===== config.mk =====
export PLATFORM = sky130hd
export DESIGN_NAME = rds_rx_status
export DESIGN_NICKNAME = d
export VERILOG_FILES = /design/src/design/rds_pkg.sv /design/src/design/rds_rx_status.sv
export SDC_FILE = /design/constraint.sdc
export NUM_CORES = 1
export LEC_CHECK = 0
export BUFFER_PORTS_ARGS = -buffer_cell sky130_fd_sc_hd__buf_4
export CORE_UTILIZATION = 55
export DETAILED_ROUTE_END_ITERATION = 7
export GPL_ROUTABILITY_DRIVEN = 1
export PLACE_DENSITY = 0.77
export SYNTH_ARGS = -nofsm -noshare
export SYNTH_HDL_FRONTEND = slang
export SYNTH_SLANG_ARGS = --single-unit

===== constraint.sdc =====
create_clock -name i_mclk -period 2.92 [get_ports i_mclk]
set_input_delay 0 -clock i_mclk [delete_from_list [all_inputs] [get_ports i_mclk]]
set_output_delay 0 -clock i_mclk [all_outputs]
set_load 0.005 [all_outputs]

===== src/design/rds_pkg.sv =====
package rds_pkg;

  // ----------------------------------------
  // register map (byte addresses)
  // ----------------------------------------
  localparam logic [7:0] ADDR_CONFIG = 8'h00;
  localparam logic [7:0] ADDR_STATUS = 8'h04;
  localparam logic [7:0] ADDR_LAST_WORD = 8'h08;
  localparam logic [7:0] ADDR_LAST_COUNT = 8'h0C;
  localparam logic [7:0] ADDR_NEXT_PTR = 8'h10;
  localparam logic [7:0] ADDR_BASE_PTR = 8'h14;

  // ----------------------------------------
  // configuration and status field positions
  // ----------------------------------------
  localparam int CFG_PURITY_BIT = 0;
  localparam int CFG_LONG_PREAMBLE_CHECK_BIT = 1;
  localparam int CFG_BUFFULL_BIT = 2;
  localparam logic [31:0] CFG_RESET = 32'h0000_0000;
  localparam int STAT_OVERRUN_BIT = 0;
  localparam int STAT_DONE_BIT = 1;

  // ----------------------------------------
  // descriptor status bit positions
  // ----------------------------------------
  localparam int ST_INTACT = 15;
  localparam int ST_ODD_NIBBLE = 14;
  localparam int ST_FCS_FAULT = 13;
  localparam int ST_LONG_DROP = 12;
  localparam int ST_PAUSE = 11;
  localparam int ST_CONTROL = 10;
  localparam int ST_MULTICAST = 9;
  localparam int ST_BROADCAST = 8;
  localparam int ST_TAGGED = 7;
  localparam int ST_UNK_OPCODE = 6;
  localparam int ST_LEN_RANGE = 5;
  localparam int ST_LEN_MISMATCH = 4;
  localparam int ST_CODE_VIOL = 3;
  localparam int ST_CARRIER = 2;
  localparam int ST_SHORT = 1;
  localparam int ST_OVERRUN = 0;

  // ----------------------------------------
  // frame constants
  // ----------------------------------------
  localparam logic [15:0] LONG_EVENT_BITS = 16'hC350;
  localparam logic [15:0] LONG_EVENT_NIBBLES = LONG_EVENT_BITS / 16'h0004;
  localparam logic [4:0] MAX_PREAMBLE_NIBBLES = 5'h16;
  localparam logic [4:0] MIN_GAP_NIBBLES = 5'h18;
  localparam logic [15:0] MIN_FRAME_BYTES = 16'h0040;
  localparam logic [15:0] MAX_LENGTH_FIELD = 16'h05EE;
  localparam logic [15:0] LENGTH_TYPE_LIMIT = 16'h0600;
  localparam logic [15:0] TYPE_CONTROL = 16'h8808;
  localparam logic [15:0] TYPE_VLAN = 16'h8100;
  localparam logic [15:0] OPCODE_PAUSE = 16'h0001;
  localparam logic [15:0] HDR_AND_FCS = 16'h0012;
  localparam logic [3:0] CARRIER_CODE = 4'hE;
  localparam logic [3:0] SFD_NIBBLE = 4'hD;
  localparam logic [3:0] PRE_NIBBLE = 4'h5;
  localparam logic [31:0] CRC_RESIDUE = 32'hDEBB20E3;
  localparam logic [2:0] DESC_BYTES = 3'h7;
  localparam logic [23:0] BASE_RESET = 24'h000000;

  typedef enum logic [4:0] {
    RDS_IDLE = 5'h01,
    RDS_PRE = 5'h02,
    RDS_DATA = 5'h04,
    RDS_DISCARD = 5'h08,
    RDS_WRITE = 5'h10
  } rds_state_t;

  typedef struct packed {
    logic dv;
    logic er;
    logic [3:0] data;
  } rds_mii_t;

  typedef struct packed {
    logic valid;
    logic [23:0] addr;
    logic [7:0] data;
  } rds_mem_t;

endpackage : rds_pkg


===== src/design/rds_rx_status.sv =====
// Register access over AXI4-Lite and the address map were decided locally.
`timescale 1ns/1ps
// Notes on behaviour
// - bit 15 only for error-free complete frames
// - bit 14 on odd nibble count
// - bit 13 on check sequence mismatch
// - bit 12 when frame exceeds 50000 bits
// - bit 12 on short gap or impure preamble
// - bit 12 on preamble over 11 bytes
// - bit 11 for pause control frame
// - bit 10 for any control frame
// - bit 9 multicast, bit 8 broadcast
// - bit 7 for tagged frame
// - bit 6 for unknown control opcode
// - bit 5 when length field exceeds 1518
// - bit 4 when length differs from data
// - bit 3 on receive error in frame
// - bit 2 after earlier carrier event
// - bit 1 after earlier too-short activity
// - bit 0 on overrun with buffers full
// - discard frames until overrun flag cleared
// - seven-byte descriptor with 24-bit next pointer
// - byte count includes FCS, excludes descriptor
module rds_rx_status (
  input wire logic i_mclk,
  input wire logic i_arst_n,
  input wire rds_pkg::rds_mii_t i_mii,
  input wire logic i_fifo_full,
  output rds_pkg::rds_mem_t o_mem,
  output logic o_rx_done,
  input wire logic [7:0] i_s_axi_awaddr,
  input wire logic i_s_axi_awvalid,
  output logic o_s_axi_awready,
  input wire logic [31:0] i_s_axi_wdata,
  input wire logic [3:0] i_s_axi_wstrb,
  input wire logic i_s_axi_wvalid,
  output logic o_s_axi_wready,
  output logic [1:0] o_s_axi_bresp,
  output logic o_s_axi_bvalid,
  input wire logic i_s_axi_bready,
  input wire logic [7:0] i_s_axi_araddr,
  input wire logic i_s_axi_arvalid,
  output logic o_s_axi_arready,
  output logic [31:0] o_s_axi_rdata,
  output logic [1:0] o_s_axi_rresp,
  output logic o_s_axi_rvalid,
  input wire logic i_s_axi_rready
);

  // ----------------------------------------
  // state
  // ----------------------------------------
  typedef struct packed {
    rds_pkg::rds_state_t fsm;
    logic [31:0] crc;
    logic [15:0] nib;
    logic [4:0] pre_nib;
    logic [4:0] gap;
    logic pre_impure;
    logic [3:0] lo_nib;
    logic [15:0] bytes;
    logic [7:0] b12;
    logic [15:0] len_type;
    logic [15:0] opcode;
    logic [15:0] st;
    logic carrier_seen;
    logic short_seen;
    logic overrun;
    logic [2:0] wcnt;
    logic [23:0] base;
    logic [23:0] next_ptr;
    logic [15:0] last_word;
    logic [15:0] last_count;
    logic done_flag;
    logic done_pend;
    rds_pkg::rds_mem_t mem;
    logic rx_done;
    logic cfg_purity;
    logic cfg_long_preamble_check;
    logic cfg_buffull;
    logic aw_held;
    logic [7:0] aw_addr;
    logic w_held;
    logic [31:0] w_data;
    logic [3:0] w_strb;
    logic bvalid;
    logic rvalid;
    logic [31:0] rdata;
    logic [1:0] rresp;
    logic [1:0] bresp;
  } rds_regs_t;

  rds_regs_t r;
  rds_regs_t next_r;

  function automatic logic [31:0] crc_nibble(input logic [31:0] c, input logic [3:0] d);
    logic [31:0] v;
    v = c;
    for (int i = 0; i < 4; i++) begin
      v = (v[0] ^ d[i]) ? ((v >> 1) ^ 32'hEDB88320) : (v >> 1);
    end
    return v;
  endfunction : crc_nibble

  function automatic logic addr_hit(input logic [7:0] a, input logic [7:0] reg_addr);
    return a == reg_addr;
  endfunction : addr_hit

  logic [7:0] byte_now;
  logic byte_done;
  logic good;
  logic [15:0] data_len;
  logic ovr_set;

  always_comb begin
    next_r = r;
    // done pulse trails the last descriptor byte by one cycle
    next_r.rx_done = r.done_pend;
    next_r.done_pend = 1'b0;
    next_r.mem.valid = 1'b0;
    ovr_set = 1'b0;
    if (r.done_pend) begin
      next_r.done_flag = 1'b1;
    end
    byte_now = {i_mii.data, r.lo_nib};
    byte_done = r.nib[0];
    good = 1'b0;
    data_len = r.bytes - rds_pkg::HDR_AND_FCS;
    // carrier event outside a frame
    if (!i_mii.dv && i_mii.er && i_mii.data == rds_pkg::CARRIER_CODE) begin
      next_r.carrier_seen = 1'b1;
    end
    case (r.fsm)
      rds_pkg::RDS_IDLE: begin
        if (r.gap != 5'h1F) begin
          next_r.gap = r.gap + 5'h01;
        end
        if (i_mii.dv) begin
          next_r.crc = 32'hFFFF_FFFF;
          next_r.nib = 16'h0000;
          next_r.pre_nib = 5'h01;
          next_r.bytes = 16'h0000;
          next_r.pre_impure = (i_mii.data != rds_pkg::PRE_NIBBLE);
          next_r.st = 16'h0000;
          next_r.st[rds_pkg::ST_LONG_DROP] = (r.gap < rds_pkg::MIN_GAP_NIBBLES);
          next_r.st[rds_pkg::ST_CODE_VIOL] = i_mii.er;
          next_r.st[rds_pkg::ST_CARRIER] = r.carrier_seen;
          next_r.st[rds_pkg::ST_SHORT] = r.short_seen;
          next_r.carrier_seen = 1'b0;
          next_r.short_seen = 1'b0;
          if (r.overrun) begin
            next_r.fsm = rds_pkg::RDS_DISCARD;
          end else begin
            next_r.fsm = rds_pkg::RDS_PRE;
          end
        end
      end
      rds_pkg::RDS_PRE: begin
        if (!i_mii.dv) begin
          next_r.short_seen = 1'b1;
          next_r.gap = 5'h00;
          next_r.fsm = rds_pkg::RDS_IDLE;
        end else if (i_mii.data == rds_pkg::SFD_NIBBLE) begin
          if (r.pre_impure && r.cfg_purity) begin
            next_r.st[rds_pkg::ST_LONG_DROP] = 1'b1;
          end
          if (r.pre_nib > rds_pkg::MAX_PREAMBLE_NIBBLES && r.cfg_long_preamble_check) begin
            next_r.st[rds_pkg::ST_LONG_DROP] = 1'b1;
          end
          next_r.fsm = rds_pkg::RDS_DATA;
        end else begin
          if (i_mii.data != rds_pkg::PRE_NIBBLE) begin
            next_r.pre_impure = 1'b1;
          end
          if (r.pre_nib != 5'h1F) begin
            next_r.pre_nib = r.pre_nib + 5'h01;
          end
        end
        if (i_mii.er) begin
          next_r.st[rds_pkg::ST_CODE_VIOL] = 1'b1;
        end
      end
      rds_pkg::RDS_DATA: begin
        if (i_mii.dv) begin
          next_r.crc = crc_nibble(r.crc, i_mii.data);
          next_r.nib = r.nib + 16'h0001;
          if (r.nib >= rds_pkg::LONG_EVENT_NIBBLES) begin
            next_r.st[rds_pkg::ST_LONG_DROP] = 1'b1;
          end
          if (i_mii.er) begin
            next_r.st[rds_pkg::ST_CODE_VIOL] = 1'b1;
          end
          if (!byte_done) begin
            next_r.lo_nib = i_mii.data;
          end else begin
            next_r.bytes = r.bytes + 16'h0001;
            if (r.bytes == 16'h0000) begin
              next_r.st[rds_pkg::ST_MULTICAST] = byte_now[0];
              next_r.st[rds_pkg::ST_BROADCAST] = (byte_now == 8'hFF);
            end else if (r.bytes < 16'h0006 && byte_now != 8'hFF) begin
              next_r.st[rds_pkg::ST_BROADCAST] = 1'b0;
            end
            if (r.bytes == 16'h000C) begin
              next_r.b12 = byte_now;
            end
            if (r.bytes == 16'h000D) begin
              next_r.len_type = {r.b12, byte_now};
            end
            if (r.bytes == 16'h000E) begin
              next_r.opcode[15:8] = byte_now;
            end
            if (r.bytes == 16'h000F) begin
              next_r.opcode[7:0] = byte_now;
            end
            if (i_fifo_full && r.cfg_buffull) begin
              next_r.st[rds_pkg::ST_OVERRUN] = 1'b1;
              next_r.overrun = 1'b1;
              ovr_set = 1'b1;
            end
          end
        end else begin
          next_r.st[rds_pkg::ST_ODD_NIBBLE] = r.nib[0];
          next_r.st[rds_pkg::ST_FCS_FAULT] = (r.crc != rds_pkg::CRC_RESIDUE);
          next_r.st[rds_pkg::ST_CONTROL] = (r.len_type == rds_pkg::TYPE_CONTROL);
          next_r.st[rds_pkg::ST_PAUSE] = (r.len_type == rds_pkg::TYPE_CONTROL)
            && (r.opcode == rds_pkg::OPCODE_PAUSE);
          next_r.st[rds_pkg::ST_UNK_OPCODE] = (r.len_type == rds_pkg::TYPE_CONTROL)
            && (r.opcode != rds_pkg::OPCODE_PAUSE);
          next_r.st[rds_pkg::ST_TAGGED] = (r.len_type == rds_pkg::TYPE_VLAN);
          next_r.st[rds_pkg::ST_LEN_RANGE] = (r.len_type > rds_pkg::MAX_LENGTH_FIELD)
            && (r.len_type < rds_pkg::LENGTH_TYPE_LIMIT);
          next_r.st[rds_pkg::ST_LEN_MISMATCH] = (r.len_type <= rds_pkg::MAX_LENGTH_FIELD)
            && (r.len_type != data_len);
          good = !r.nib[0] && (r.crc == rds_pkg::CRC_RESIDUE)
            && !(|r.st[rds_pkg::ST_LONG_DROP:rds_pkg::ST_LONG_DROP])
            && !r.st[rds_pkg::ST_CODE_VIOL] && !r.st[rds_pkg::ST_OVERRUN]
            && (r.bytes >= rds_pkg::MIN_FRAME_BYTES)
            && !next_r.st[rds_pkg::ST_LEN_RANGE] && !next_r.st[rds_pkg::ST_LEN_MISMATCH];
          next_r.st[rds_pkg::ST_INTACT] = good;
          if (r.bytes < rds_pkg::MIN_FRAME_BYTES) begin
            next_r.short_seen = 1'b1;
          end
          next_r.next_ptr = r.base + {8'h00, r.bytes} + {21'h000000, rds_pkg::DESC_BYTES};
          next_r.wcnt = 3'h0;
          next_r.gap = 5'h00;
          next_r.fsm = rds_pkg::RDS_WRITE;
        end
      end
      rds_pkg::RDS_DISCARD: begin
        if (!i_mii.dv) begin
          next_r.gap = 5'h00;
          next_r.fsm = rds_pkg::RDS_IDLE;
        end
      end
      rds_pkg::RDS_WRITE: begin
        // descriptor: pointer (3), byte count (2), status (2)
        next_r.mem.valid = 1'b1;
        next_r.mem.addr = r.base + {21'h000000, r.wcnt};
        case (r.wcnt)
          3'h0: next_r.mem.data = r.next_ptr[7:0];
          3'h1: next_r.mem.data = r.next_ptr[15:8];
          3'h2: next_r.mem.data = r.next_ptr[23:16];
          3'h3: next_r.mem.data = r.bytes[7:0];
          3'h4: next_r.mem.data = r.bytes[15:8];
          3'h5: next_r.mem.data = r.st[7:0];
          default: next_r.mem.data = r.st[15:8];
        endcase
        next_r.wcnt = r.wcnt + 3'h1;
        if (r.wcnt == 3'h6) begin
          next_r.done_pend = 1'b1;
          next_r.last_word = r.st;
          next_r.last_count = r.bytes;
          next_r.base = r.next_ptr;
          next_r.fsm = rds_pkg::RDS_IDLE;
        end
        if (r.gap != 5'h1F) begin
          next_r.gap = r.gap + 5'h01;
        end
      end
      default: next_r.fsm = rds_pkg::RDS_IDLE;
    endcase

    // ----------------------------------------
    // axi4-lite slave
    // ----------------------------------------
    if (i_s_axi_awvalid && !r.aw_held && !r.bvalid) begin
      next_r.aw_held = 1'b1;
      next_r.aw_addr = i_s_axi_awaddr;
    end
    if (i_s_axi_wvalid && !r.w_held && !r.bvalid) begin
      next_r.w_held = 1'b1;
      next_r.w_data = i_s_axi_wdata;
      next_r.w_strb = i_s_axi_wstrb;
    end
    if (r.aw_held && r.w_held) begin
      next_r.aw_held = 1'b0;
      next_r.w_held = 1'b0;
      next_r.bvalid = 1'b1;
      next_r.bresp = 2'h0;
      if (addr_hit(r.aw_addr, rds_pkg::ADDR_CONFIG)) begin
        if (r.w_strb[0]) begin
          next_r.cfg_purity = r.w_data[rds_pkg::CFG_PURITY_BIT];
          next_r.cfg_long_preamble_check = r.w_data[rds_pkg::CFG_LONG_PREAMBLE_CHECK_BIT];
          next_r.cfg_buffull = r.w_data[rds_pkg::CFG_BUFFULL_BIT];
        end
      end else if (addr_hit(r.aw_addr, rds_pkg::ADDR_STATUS)) begin
        // write one to clear; a same-cycle set wins
        if (r.w_strb[0] && r.w_data[rds_pkg::STAT_OVERRUN_BIT]
            && !ovr_set) begin
          next_r.overrun = 1'b0;
        end
        if (r.w_strb[0] && r.w_data[rds_pkg::STAT_DONE_BIT] && !next_r.rx_done) begin
          next_r.done_flag = 1'b0;
        end
      end else if (addr_hit(r.aw_addr, rds_pkg::ADDR_BASE_PTR)) begin
        if (r.fsm == rds_pkg::RDS_IDLE) begin
          next_r.base = r.w_data[23:0];
        end
      end else if (!addr_hit(r.aw_addr, rds_pkg::ADDR_LAST_WORD)
                   && !addr_hit(r.aw_addr, rds_pkg::ADDR_LAST_COUNT)
                   && !addr_hit(r.aw_addr, rds_pkg::ADDR_NEXT_PTR)) begin
        next_r.bresp = 2'h2;
      end
    end
    if (r.bvalid && i_s_axi_bready) begin
      next_r.bvalid = 1'b0;
    end
    if (i_s_axi_arvalid && !r.rvalid) begin
      next_r.rvalid = 1'b1;
      next_r.rresp = 2'h0;
      next_r.rdata = 32'h0000_0000;
      if (addr_hit(i_s_axi_araddr, rds_pkg::ADDR_CONFIG)) begin
        next_r.rdata[rds_pkg::CFG_PURITY_BIT] = r.cfg_purity;
        next_r.rdata[rds_pkg::CFG_LONG_PREAMBLE_CHECK_BIT] = r.cfg_long_preamble_check;
        next_r.rdata[rds_pkg::CFG_BUFFULL_BIT] = r.cfg_buffull;
      end else if (addr_hit(i_s_axi_araddr, rds_pkg::ADDR_STATUS)) begin
        next_r.rdata[rds_pkg::STAT_OVERRUN_BIT] = r.overrun;
        next_r.rdata[rds_pkg::STAT_DONE_BIT] = r.done_flag;
      end else if (addr_hit(i_s_axi_araddr, rds_pkg::ADDR_LAST_WORD)) begin
        next_r.rdata[15:0] = r.last_word;
      end else if (addr_hit(i_s_axi_araddr, rds_pkg::ADDR_LAST_COUNT)) begin
        next_r.rdata[15:0] = r.last_count;
      end else if (addr_hit(i_s_axi_araddr, rds_pkg::ADDR_NEXT_PTR)) begin
        next_r.rdata[23:0] = r.next_ptr;
      end else if (addr_hit(i_s_axi_araddr, rds_pkg::ADDR_BASE_PTR)) begin
        next_r.rdata[23:0] = r.base;
      end else begin
        next_r.rresp = 2'h2;
      end
    end
    if (r.rvalid && i_s_axi_rready) begin
      next_r.rvalid = 1'b0;
    end
  end

  always_ff @(posedge i_mclk or negedge i_arst_n) begin
    if (!i_arst_n) begin
      r <= '0;
      r.fsm <= rds_pkg::RDS_IDLE;
      r.gap <= 5'h1F;
      r.base <= rds_pkg::BASE_RESET;
    end else begin
      r <= next_r;
    end
  end

  assign o_mem = r.mem;
  assign o_rx_done = r.rx_done;
  assign o_s_axi_awready = !r.aw_held && !r.bvalid;
  assign o_s_axi_wready = !r.w_held && !r.bvalid;
  assign o_s_axi_bvalid = r.bvalid;
  assign o_s_axi_bresp = r.bresp;
  assign o_s_axi_arready = !r.rvalid;
  assign o_s_axi_rvalid = r.rvalid;
  assign o_s_axi_rdata = r.rdata;
  assign o_s_axi_rresp = r.rresp;

endmodule : rds_rx_status


==> results.sh <==
export IMPL_fillers=2425
export IMPL_dr_pass1_iters=8
export IMPL_timing_final_hold_violations=0
export IMPL_outcome="finished with violations"
export IMPL_crit_slowest_cell="or4_4"
export IMPL_synth_cell_types=80
export IMPL_cts_buffers_inserted=37
export IMPL_synthCells=1774
export IMPL_cts_root_buf="clkbuf_16"
export IMPL_critPathRequiredTime_ns=3.32
export IMPL_syn2layout_area_growth_pct=16.86
export IMPL_antenna_found_initial=0
export IMPL_diodes=0
export IMPL_netlist_top_cells_area="dfrtp_1 47%, nand2_1 6.4%, mux2_2 5.1%, o21ai_0 4.7%, ha_1 3.8%"
export IMPL_ant_nets=0
export IMPL_critPathBufInv=1
export IMPL_io_pins=141
export IMPL_post_route_period_util=0.9457
export IMPL_drive_gt1_frac=0.1964
export IMPL_yosys_warnings=0
export IMPL_drt_iter0_drc=1199
export IMPL_violations="DRC"
export IMPL_drc=28
export IMPL_clk_pin_slew_worst_paths_ns=0.06
export IMPL_fin_setup_tns_ns=0
export IMPL_port_buffer_count=119
export IMPL_fin_util=0.6581
export IMPL_critPathKind="reg2reg"
export IMPL_peakVddDrop_mv=0.4948
export IMPL_rows=64
export IMPL_grt_max_degree=74
export IMPL_die_h_microns=179.4
export IMPL_cts_sinks=328
export IMPL_end_kind="flop"
export IMPL_worstPathArrival_ns=3.16
export IMPL_yosysSeqAreaShare=0.4744
export IMPL_grt_pass1_vias=13420
export IMPL_dieWidth_microns=179.4
export IMPL_skew_ns=0.02653
export IMPL_cap_viol_max_count=0
export IMPL_start_util=0.5632
export IMPL_grt_usage=0.2885
export IMPL_grt_pass1_wl_mm=74.00
export IMPL_grt_ovfl_total=0
export IMPL_cts_tree="done"
export IMPL_synth_edf_count=0
export IMPL_route_detailed_wl_per_inst_microns=19.81
export IMPL_p_leak_nw=9.326
export IMPL_synthTopCellsByCount="322 x dfrtp_1, 296 x nand2_1, 163 x o21ai_0"
export IMPL_place_gp_congestion=0.9770
export IMPL_slowest_delay_ns=0.54
export IMPL_instances_no_fill=2331
export IMPL_fin_ws_ns=0.1586
export IMPL_rsz0062_at_grt="no"
export IMPL_cts_htree_levels=2
export IMPL_slew_viol_final=0
export IMPL_wirelength_mm=46.18
export IMPL_start_kind="flop"
export IMPL_placedCellCount=2216
export IMPL_worst_slew_pin_transition_ns=1.263
export IMPL_ctsLongestPathBuffers=3
export IMPL_clk_latency_ns=0.54
export IMPL_ys_flop_type="dfrtp_1"
export IMPL_worst_r2r_setup_slack_ns=0.16
export IMPL_hold_class="in2async"
export IMPL_cp_cell_sequence="buf_4 > or4_4 > or3_4 > nor3_4 > and3_1 > nand2_4 > mux2_4"
export IMPL_fmax_mhz=362.1
export IMPL_dr_total_vias=13800
export IMPL_pwr_density_cell_nw_per_um2=562.3
export IMPL_core_sq_um=30750
export IMPL_crit_path_max_fanout=16
export IMPL_r2r_start="r[275]"
export IMPL_nets=2030
export IMPL_synth_seq_cells=328
export IMPL_reg2regPathDepth=7
export IMPL_setup_viol=0
export IMPL_routed_via_density=5.919
export IMPL_regArea_sq_um=8215
export IMPL_die_area_sq_um=32200
export IMPL_yosysMostFrequentCell="dfrtp_1"
export IMPL_synth_area_sq_um=17320
export IMPL_yosysTopAreaCell="dfrtp_1"
export IMPL_async_reset_ff_frac=1.000
export IMPL_critical_path_top_delay_family="simple AND/OR/NAND/NOR gates"
export IMPL_syn_avg_cell_area_sq_um=9.761
export IMPL_place_ws_ns=0.1664
export IMPL_r2r_end="r[251]"
export IMPL_multi_input_area_sq_um=8140
export IMPL_period_needed_ns=2.761
export IMPL_maxSlewHeadroom=0.1499
export IMPL_yosys_area_top_type_share=0.4653
export IMPL_place_hpwl_mm=32.48
==> stage by stage <==
stage	total power [W]	hold slack [ns]	cell area, sq um
final	0.01138	0.03847	20240
after global routing	0.01184	0.05704	20240
after CTS	0.01142	0.02441	20210
after detailed placement	0.006835	0.01105	18520
after global placement	0.006764	0.007802	18520
after floorplan	0.006247	-0.2956	17350
==> metal layers <==
layer | track usage | vias up | part of all wire
met5 | 0 | - | 0
met4 | 0.07724 | 0 | 0.022
met3 | 0.04842 | 79 | 0.080
met2 | 0.4575 | 556 | 0.46
met1 | 0.4117 | 6765 | 0.44
li1 | - | 6397 | -
==> power by group <==
part	leakage, nW	switching [W]	internal, W
Clock	0.591	0.00187	0.00267
Combinational	4.46	0.000818	0.000739
Sequential	4.27	0.000321	0.00496
==> state kept, by name, summed over array words and instances (netlist names) <==
signal and flops:
byte_done 1, o_s_axi_bresp 1, o_s_axi_rvalid 1, o_rx_done 1, o_s_axi_rdata 24, o_s_axi_rresp 1
next_r 1, r 260, o_mem 33, byte_now 4, o_s_axi_bvalid 1
==> cells in the final DEF (no fill, tap or decap), types with 16 or more instances in the layout <==
cell	instances
mux2_2	78
nand3_1	39
dlygate4sd3_1	50
nand2_1	296
o31ai_1	16
mux2i_1	40
ha_1	53
a21oi_1	76
nor2_1	112
xnor2_1	62
xor2_1	55
clkbuf_16	37
dfrtp_1	322
buf_4	197
inv_1	30
o21ai_0	162
==> layout make-up <==
| class | instances | area share |
|---|---|---|
| clock buffers | 54 | 0.05336 |
| clock inverters | 11 | 0.005441 |
| inverters | 32 | 0.005936 |
| multi-input cells | 1258 | 0.4023 |
| flip-flops and latches | 328 | 0.4060 |
| well taps | 396 | 0.02449 |
| repair buffers | 252 | 0.1025 |
==> cells by family after synthesis <==
| kind of cell | count (synthesis) | synth area share |
|---|---|---|
| AO/OA/AOI/OAI | 371 | 0.1316 |
| XOR/XNOR | 117 | 0.05918 |
| adder cells (fa/ha/maj) | 55 | 0.04061 |
| buffers and inverters | 197 | 0.05954 |
| flip-flops | 328 | 0.4744 |
| multiplexers | 128 | 0.08251 |
| other | 1 | 0.0002166 |
| AND/OR/NAND/NOR | 577 | 0.1520 |
==> worst max path at each step <==
stage,from,to,slack [ns],depth (start not counted)
after floorplan,r[205],o_mem[6],0.18,10
after global placement,r[180],r[176],0.21,13
after detailed placement,r[180],r[176],0.17,13
after CTS,r[180],r[176],0.14,13
after global routing,r[180],r[174],0.04,13
final,r[275],r[251],0.16,7
==> repair_timing <==
action / 4_1_cts / 5_1_grt
hold endpoints to repair: 339 / 0
setup endpoints to repair: 0 / 5
hold buffers: 50 / 0
resized for setup: 0 / 7
setup buffers: 0 / 0
No activity file was read; power rests on OpenSTA's default activity.
